===== config.mk =====
export PLATFORM = sky130hd
export DESIGN_NAME = mpd_top
export DESIGN_NICKNAME = d
export VERILOG_FILES = /design/src/rtl/mpd_decode.v /design/src/rtl/mpd_top.v
export VERILOG_INCLUDE_DIRS = /design/src /design/src/rtl
export SDC_FILE = /design/constraint.sdc
export NUM_CORES = 1
export LEC_CHECK = 0
export BUFFER_PORTS_ARGS = -buffer_cell sky130_fd_sc_hd__buf_2
export CAP_MARGIN = 5
export CORE_AREA = 5 5 135 137
export CTS_BUF_LIST = sky130_fd_sc_hd__clkbuf_16
export CTS_CLUSTER_DIAMETER = 50
export DETAILED_ROUTE_END_ITERATION = 8
export DIE_AREA = 0 0 140 142
export PLACE_DENSITY = 0.77
export RECOVER_POWER = 100
export SLEW_MARGIN = 20
export SYNTH_ARGS = -nofsm -noshare
export SYNTH_HDL_FRONTEND = slang
export SYNTH_SLANG_ARGS = --single-unit
export TNS_END_PERCENT = 20

===== constraint.sdc =====
create_clock -name sys_clk -period 2.2 [get_ports sys_clk]
set_input_delay 0.44 -clock sys_clk [delete_from_list [all_inputs] [get_ports sys_clk]]
set_output_delay 0.44 -clock sys_clk [all_outputs]
set_load 0.1 [all_outputs]

===== src/rtl/mpd_defs.vh =====
// Purpose: constants for the memory partition decoder
// Assumes: 32-bit byte addresses, register port word offsets
// Notes: partition base registers move in 2 KB steps
`ifndef MPD_DEFS_VH
`define MPD_DEFS_VH
// Register offsets
`define MPD_REG_USER_FLASH_BASE 8'h00
`define MPD_REG_KRAM_PROG_BASE 8'h04
`define MPD_REG_USER_RAM_DATA_BASE 8'h08
`define MPD_REG_USER_RAM_PROG_BASE 8'h0c
`define MPD_REG_DATA_RAM_SIZE 8'h10
`define MPD_REG_PROGRAM_FLASH_SIZE 8'h14
`define MPD_REG_BOOT_FLASH_SIZE 8'h18
`define MPD_REG_STATUS 8'h1c
// Static sizes
`define MPD_BOOT_FLASH_SIZE 32'h00003000
`define MPD_DATA_RAM_SIZE 32'h00008000
`define MPD_PROGRAM_FLASH_SIZE 32'h00080000
// Base register writable fields
`define MPD_FLASH_BASE_MASK 32'h000ff800
`define MPD_RAM_BASE_MASK 32'h0000f800
// Address map
`define MPD_KERNEL_START 32'h80000000
`define MPD_RESET_VECTOR 32'hbfc00000
`define MPD_PHYS_FLASH 32'h1d000000
`define MPD_PHYS_USER_FLASH 32'hbd000000
`define MPD_PHYS_RAM 32'h00000000
`define MPD_PHYS_USER_RAM 32'hbf000000
`define MPD_PHYS_BOOT 32'h1fc00000
`define MPD_PHYS_PERIPH 32'h1f800000
`define MPD_PERIPH_SIZE 32'h00100000
`define MPD_CACHED_KERNEL_SEGMENT_FLASH 32'h9d000000
`define MPD_UNCACHED_KERNEL_SEGMENT_FLASH 32'hbd000000
`define MPD_USEG_FLASH 32'h7d000000
`define MPD_USEG_RAM 32'h7f000000
`define MPD_SEG_MASK 32'h1fffffff
// Target codes
`define MPD_TGT_NONE 3'h0
`define MPD_TGT_RAM 3'h1
`define MPD_TGT_FLASH 3'h2
`define MPD_TGT_BOOT 3'h3
`define MPD_TGT_PERIPH 3'h4
`endif


===== src/rtl/mpd_decode.v =====
// Purpose: combinational decode of one virtual address
// Assumes: base registers already masked to 2 KB steps
// Notes: one instance per requester
`timescale 1ns/1ps
`include "mpd_defs.vh"
module mpd_decode (
  // Request
  input wire [31:0] vaddr,
  input wire kernel_mode,
  input wire is_fetch,
  // Partition bases
  input wire [31:0] user_flash_base,
  input wire [31:0] kernel_ram_program_base,
  input wire [31:0] user_ram_data_base,
  input wire [31:0] user_ram_program_base,
  // Result
  output reg [31:0] paddr,
  output reg [2:0] target,
  output reg cacheable,
  output reg unmapped
);
  reg [31:0] off;
  reg [31:0] kram_end;
  reg ok;
  always @* begin
    paddr = 32'h0;
    target = `MPD_TGT_NONE;
    cacheable = 1'b0;
    ok = 1'b0;
    off = 32'h0;
    // Kernel RAM stops at the user RAM data base if set, else at the user RAM program base if set, else at the data RAM size
    kram_end = (user_ram_data_base != 32'h0) ? user_ram_data_base :
               (user_ram_program_base != 32'h0) ? user_ram_program_base :
               `MPD_DATA_RAM_SIZE;
    if (vaddr < `MPD_KERNEL_START) begin
      // User segment, reachable in either mode
      if (vaddr >= `MPD_USEG_FLASH && vaddr < `MPD_USEG_FLASH + `MPD_PROGRAM_FLASH_SIZE) begin
        off = vaddr - `MPD_USEG_FLASH;
        ok = (user_flash_base != 32'h0) && (off >= user_flash_base) && !is_fetch |
          ((user_flash_base != 32'h0) && (off >= user_flash_base));
        paddr = `MPD_PHYS_USER_FLASH + off;
        target = `MPD_TGT_FLASH;
      end else if (vaddr >= `MPD_USEG_RAM && vaddr < `MPD_USEG_RAM + `MPD_DATA_RAM_SIZE) begin
        off = vaddr - `MPD_USEG_RAM;
        paddr = `MPD_PHYS_USER_RAM + off;
        target = `MPD_TGT_RAM;
        if (user_ram_program_base != 32'h0 && off >= user_ram_program_base)
          ok = 1'b1;
        else
          ok = (user_ram_data_base != 32'h0) && (off >= user_ram_data_base) && !is_fetch;
      end
    end else if (kernel_mode) begin
      cacheable = (vaddr[31:29] == 3'h4);
      off = vaddr & `MPD_SEG_MASK;
      paddr = off;
      if (vaddr[31:30] != 2'h2) begin
        ok = 1'b0;
      end else if (off < `MPD_DATA_RAM_SIZE) begin
        target = `MPD_TGT_RAM;
        // Kernel data from 0, kernel program above its base; fetch only in program part
        if (off < kram_end)
          ok = is_fetch ? (kernel_ram_program_base != 32'h0 &&
                          off >= kernel_ram_program_base) : 1'b1;
      end else if (off >= `MPD_PHYS_FLASH && off < `MPD_PHYS_FLASH + `MPD_PROGRAM_FLASH_SIZE) begin
        target = `MPD_TGT_FLASH;
        ok = (user_flash_base == 32'h0) ||
          (off - `MPD_PHYS_FLASH < user_flash_base);
      end else if (off >= `MPD_PHYS_BOOT && off < `MPD_PHYS_BOOT + `MPD_BOOT_FLASH_SIZE) begin
        target = `MPD_TGT_BOOT;
        ok = 1'b1;
      end else if (!cacheable && off >= `MPD_PHYS_PERIPH &&
                   off < `MPD_PHYS_PERIPH + `MPD_PERIPH_SIZE) begin
        target = `MPD_TGT_PERIPH;
        ok = !is_fetch;
      end
    end
    unmapped = !ok;
    if (!ok)
      target = `MPD_TGT_NONE;
  end
endmodule // mpd_decode


===== src/rtl/mpd_top.v =====
// Purpose: user/kernel partition decoder for instruction and data requesters
// Assumes: register port with one-cycle read latency; inputs synchronous
// Notes: decode outputs registered, one cycle after the request
`timescale 1ns/1ps
`include "mpd_defs.vh"
module mpd_top (
  // Clock and reset
  input wire sys_clk,
  input wire rst_n,
  // Register port
  input wire [7:0] reg_addr,
  input wire [31:0] reg_wdata,
  input wire reg_wr,
  input wire reg_rd,
  output reg [31:0] reg_rdata,
  // Instruction requester
  input wire ifetch_req,
  input wire [31:0] ifetch_vaddr,
  input wire ifetch_kernel_mode,
  output reg [31:0] ifetch_paddr,
  output reg [2:0] ifetch_target,
  output reg ifetch_cacheable,
  output reg ifetch_unmapped,
  output reg ifetch_valid,
  // Data requester
  input wire data_req,
  input wire [31:0] data_vaddr,
  input wire data_kernel_mode,
  output reg [31:0] data_paddr,
  output reg [2:0] data_target,
  output reg data_cacheable,
  output reg data_unmapped,
  output reg data_valid,
  // Fetch start address after reset
  output wire [31:0] reset_fetch_addr
);
  // ------------------------------------------------
  // Partition base registers
  // ------------------------------------------------
  reg [31:0] user_flash_base;
  reg [31:0] kernel_ram_program_base;
  reg [31:0] user_ram_data_base;
  reg [31:0] user_ram_program_base;
  reg [1:0] unmapped_seen;

  assign reset_fetch_addr = `MPD_RESET_VECTOR;

  always @(posedge sys_clk or negedge rst_n) begin
    if (!rst_n) begin
      user_flash_base <= 32'h0;
      kernel_ram_program_base <= 32'h0;
      user_ram_data_base <= 32'h0;
      user_ram_program_base <= 32'h0;
    end else if (reg_wr) begin
      case (reg_addr)
        `MPD_REG_USER_FLASH_BASE: user_flash_base <= reg_wdata & `MPD_FLASH_BASE_MASK;
        `MPD_REG_KRAM_PROG_BASE: kernel_ram_program_base <= reg_wdata & `MPD_RAM_BASE_MASK;
        `MPD_REG_USER_RAM_DATA_BASE: user_ram_data_base <= reg_wdata & `MPD_RAM_BASE_MASK;
        `MPD_REG_USER_RAM_PROG_BASE: user_ram_program_base <= reg_wdata & `MPD_RAM_BASE_MASK;
        default: ;
      endcase
    end
  end

  // ------------------------------------------------
  // Register reads
  // ------------------------------------------------
  always @(posedge sys_clk or negedge rst_n) begin
    if (!rst_n) begin
      reg_rdata <= 32'h0;
    end else if (reg_rd) begin
      case (reg_addr)
        `MPD_REG_USER_FLASH_BASE: reg_rdata <= user_flash_base;
        `MPD_REG_KRAM_PROG_BASE: reg_rdata <= kernel_ram_program_base;
        `MPD_REG_USER_RAM_DATA_BASE: reg_rdata <= user_ram_data_base;
        `MPD_REG_USER_RAM_PROG_BASE: reg_rdata <= user_ram_program_base;
        `MPD_REG_DATA_RAM_SIZE: reg_rdata <= `MPD_DATA_RAM_SIZE;
        `MPD_REG_PROGRAM_FLASH_SIZE: reg_rdata <= `MPD_PROGRAM_FLASH_SIZE;
        `MPD_REG_BOOT_FLASH_SIZE: reg_rdata <= `MPD_BOOT_FLASH_SIZE;
        `MPD_REG_STATUS: reg_rdata <= {30'h0, unmapped_seen};
        default: reg_rdata <= 32'h0;
      endcase
    end else begin
      reg_rdata <= 32'h0;
    end
  end

  // ------------------------------------------------
  // Decoders
  // ------------------------------------------------
  wire [31:0] i_paddr;
  wire [2:0] i_target;
  wire i_cache;
  wire i_unmapped;
  wire [31:0] d_paddr;
  wire [2:0] d_target;
  wire d_cache;
  wire d_unmapped;

  mpd_decode u_ifetch (
    .vaddr(ifetch_vaddr),
    .kernel_mode(ifetch_kernel_mode),
    .is_fetch(1'b1),
    .user_flash_base(user_flash_base),
    .kernel_ram_program_base(kernel_ram_program_base),
    .user_ram_data_base(user_ram_data_base),
    .user_ram_program_base(user_ram_program_base),
    .paddr(i_paddr),
    .target(i_target),
    .cacheable(i_cache),
    .unmapped(i_unmapped)
  );

  mpd_decode u_data (
    .vaddr(data_vaddr),
    .kernel_mode(data_kernel_mode),
    .is_fetch(1'b0),
    .user_flash_base(user_flash_base),
    .kernel_ram_program_base(kernel_ram_program_base),
    .user_ram_data_base(user_ram_data_base),
    .user_ram_program_base(user_ram_program_base),
    .paddr(d_paddr),
    .target(d_target),
    .cacheable(d_cache),
    .unmapped(d_unmapped)
  );

  // ------------------------------------------------
  // Registered results
  // ------------------------------------------------
  always @(posedge sys_clk or negedge rst_n) begin
    if (!rst_n) begin
      ifetch_paddr <= 32'h0;
      ifetch_target <= `MPD_TGT_NONE;
      ifetch_cacheable <= 1'b0;
      ifetch_unmapped <= 1'b0;
      ifetch_valid <= 1'b0;
      data_paddr <= 32'h0;
      data_target <= `MPD_TGT_NONE;
      data_cacheable <= 1'b0;
      data_unmapped <= 1'b0;
      data_valid <= 1'b0;
    end else begin
      ifetch_valid <= ifetch_req;
      data_valid <= data_req;
      if (ifetch_req) begin
        ifetch_paddr <= i_paddr;
        ifetch_target <= i_target;
        ifetch_cacheable <= i_cache;
        ifetch_unmapped <= i_unmapped;
      end
      if (data_req) begin
        data_paddr <= d_paddr;
        data_target <= d_target;
        data_cacheable <= d_cache;
        data_unmapped <= d_unmapped;
      end
    end
  end

  // Sticky unmapped flags; a new event wins over a clearing write
  always @(posedge sys_clk or negedge rst_n) begin
    if (!rst_n) begin
      unmapped_seen <= 2'h0;
    end else begin
      unmapped_seen <= ((reg_wr && reg_addr == `MPD_REG_STATUS) ?
                        (unmapped_seen & ~reg_wdata[1:0]) : unmapped_seen) |
                       {data_req & d_unmapped, ifetch_req & i_unmapped};
    end
  end
endmodule // mpd_top


==> impl_results.md <==
* DR pass1 iterations at 5
* Max-slew violation count at 0
* Worst vdd ir at 0.506 mV
* Top delay family on crit path: compound AO/OA/AOI/OAI gates
* CTS Buf Count at 17
* Initial antenna violation count at 0
* H-tree depth at 4
* Nets@finish at 1447
* Reg clk slew, reported paths at 0.05 ns
* Yosys reg bits at 113
* Detailed Route WL at 28.3 mm
* Sequential fraction of the synthesis area at 0.362
* Max Cap Viol at 0
* Placed Area at 10400 sq um
* DR WL/cell at 18.6 um
* Most Frequent Cell on Critical Path: a31oi_4
* Final Instance Area at 11500 sq um
* CTS Buffer Depth at 2
* Layout cells sized above 1 at 0.425
* RSZ-0062 raised after global routing: true
* Drt via density at 5.48
* Area grow syn2layout at 47.6%
* Final global-route overflow total at 0
* Pwr Total at 0.00744 W
* Crit path kind: register to register
* Critical Path RT at 2.50 ns
* Total die area at 19900 sq um
* Most common flop cell mapped by yosys: dfrtp_1
* CTS Sinks at 113
* Skew final at 0.00761 ns
* Failing checks: negative setup slack
* Slowest-stage cell, CP: dfrtp_1
* Vias in the first global route at 8506
* Netlist cell types at 75
* Crit path max fanout at 3
* Setup violations, final at 68
* PwrDens at 644 nW/um^2
* Worst-Margin Slew at 1.47 ns
* Synthesized area at 7820 sq um
* Leak at 5.51 nW
* Avg Inst Size Synth at 8.75 sq um
* Worst hold path type: primary input to register
* Initial Util at 0.462
* Tcrit/Tclk final at 1.19
* Port bufs at 177
* Clock Latency Late Sink at 0.42 ns
* Status: finished with violations
* Final hold violations at 0
* Antenna-violating nets left at 0
* Crit path largest cell delay at 0.40 ns
* Largest net degree at the start of global routing at 60
* First-pass GRT wire length at 43.2 mm
* Critical path endpoint category: register
* Yosys warning total at 0
* Drt first-iter violations at 516
* Die H at 142 um
* Vias at 8331
* Slew headroom at 0.0171
* Setup WS pre-CTS at -0.795 ns
* Row count at 48
* Worst Setup Slack, final at -0.418 ns
* Die W at 140 um
* TritonCTS clock tree: yes
* GP Congestion at 1.01
* Core box area at 16900 sq um
* Cells after Synth at 894
* Worst path cell trace: buf_6 -> nor4_4 -> or2_4 -> a31oi_4 -> buf_4 -> ha_4 -> a2111oi_1 -> o211ai_1 -> o21ai_2 -> a31oi_4 -> mux2_4
* Gr usage total at 0.272
* Asr flop ratio synth at 1.00
* Post-synth EDFFs at 0
* Critical path arrival at 2.92 ns
* Critical path launch point type: register
* I/O Pins at 252
* CP bufs+invs at 2
* Antenna diode count at 0
* Final Critical Period at 2.62 ns
* Max frequency at 382 MHz
* Clk root buf: clkbuf_16
* Post-DP HPWL at 21.2 mm
* Residual DRC count at 0
-- registers in the layout (all words and copies together), names as in the netlist, 2 cells and up --
signal	flops
user_ram_program_base	5
user_flash_base	9
user_ram_data_base	5
kernel_ram_program_base	5
data_target	3
data_paddr	32
ifetch_paddr	32
reg_rdata	11
ifetch_target	3
unmapped_seen	2
-- where the power goes --
group	leakage [nW]	internal [W]	switching, W
sequential	1.49	0.00218	0.0000694
combinational	3.74	0.000718	0.00174
clock	0.285	0.00175	0.000978
total	5.51	0.00464	0.00279
-- per-stage QoR --
step                      utilization  TNS, ns  hold slack [ns]  cells
after detailed placement        0.613   -38.85            0.374   1470
after global placement          0.613   -38.92            0.368   1470
final                           0.681   -11.70            0.243   1521
after global routing            0.681   -19.80            0.238   1521
after CTS                       0.667    -7.37            0.232   1512
after floorplan                     -   -21.89            0.144    945
-- layer usage --
layer | track usage | vias to the layer above | share of wire
met5 | 0 | - | 0
met4 | 0.147 | 0 | 0.051
met3 | 0.0558 | 94 | 0.061
met2 | 0.471 | 365 | 0.50
met1 | 0.319 | 4001 | 0.39
li1 | - | 3871 | -
-- worst paths after layout --
| path | from | endpoint | slack, ns | cells after the start |
|---|---|---|---|---|
| worst max register to register | user_ram_program_base[13] | data_unmapped | -0.42 | 11 |
| min in group asynchronous | rst_n | data_paddr[26] | 0.92 | 2 |
| max in group asynchronous | rst_n | user_ram_program_base[11] | 0.29 | 3 |
| worst min register to register | ifetch_unmapped | ifetch_unmapped | 0.48 | 1 |
| worst min-delay path | data_vaddr[5] | data_paddr[5] | 0.24 | 3 |
| worst max-delay path | user_ram_program_base[13] | data_unmapped | -0.42 | 11 |
-- cell families after synthesis --
family                   after synthesis  share of synthesized area
AO/OA/AOI/OAI                        213                      0.188
buffers and inverters                163                      0.106
XOR/XNOR                              24                     0.0269
flip-flops                           113                      0.362
adder cells (fa/ha/maj)               52                     0.0832
AND/OR/NAND/NOR                      295                      0.185
multiplexers                          32                     0.0478
other                                  2                   0.000961
-- timing repair --
| action | 4_1_cts | 5_1_grt |
|---|---|---|
| setup buffers | 7 | 9 |
| gates resized for setup | 48 | 45 |
| endpoints found under the setup margin | 70 | 71 |
| hold endpoints to repair | 23 | 0 |
| hold buffers | 1 | 0 |
| gates cloned | 2 | 0 |
| pin swaps | 16 | 31 |
-- Yosys cell counts (23+ instances only) --
cell type,instances,share of area
o21ai_0,55,0.035
dfrtp_1,113,0.36
buf_4,57,0.055
nor2_1,64,0.031
a22o_1,27,0.030
a21oi_1,34,0.022
nand2_1,86,0.041
nor3_1,27,0.017
inv_1,68,0.033
nand3_1,24,0.015
clkbuf_1,31,0.015
ha_1,52,0.083
mux2_2,23,0.033
-- cell usage in the layout, fill, tap and decap left out, types with 12 or more instances in the layout --
cell       netlist  final
a21oi_1         34     27
a22o_1          27     27
a31oi_1         13     12
buf_2            3     83
buf_4           57    218
clkbuf_16        0     17
clkbuf_2         0     89
conb_1           2     53
dfrtp_1        113    109
ha_1            52     38
ha_4             0     13
inv_1           68     58
mux2_2          23     22
nand2_1         86     85
nand3_1         24     22
nor2_1          64     63
nor3_1          27     20
o21ai_0         55     49
xnor2_1         18     18
-- cell type report --
cell class | count | area, sq um
tap | 225 | 282
clock inverter | 15 | 151
timing repair buffer | 413 | 2730
sequential | 113 | 2830
clock buffer | 17 | 425
fill | 1333 | 5400
multi-input combinational | 669 | 4850
inverter | 69 | 272
-- worst reg2reg max path, delay by kind of cell, from the launching register on --
family	cells	cell delay [ns]
multiplexers	1	0.28
adder cells (fa/ha/maj)	1	0.14
flip-flops	1	0.40
buffers and inverters	2	0.31
AND/OR/NAND/NOR	2	0.42
AO/OA/AOI/OAI	5	0.96
Power figures use the tool's default switching activity.
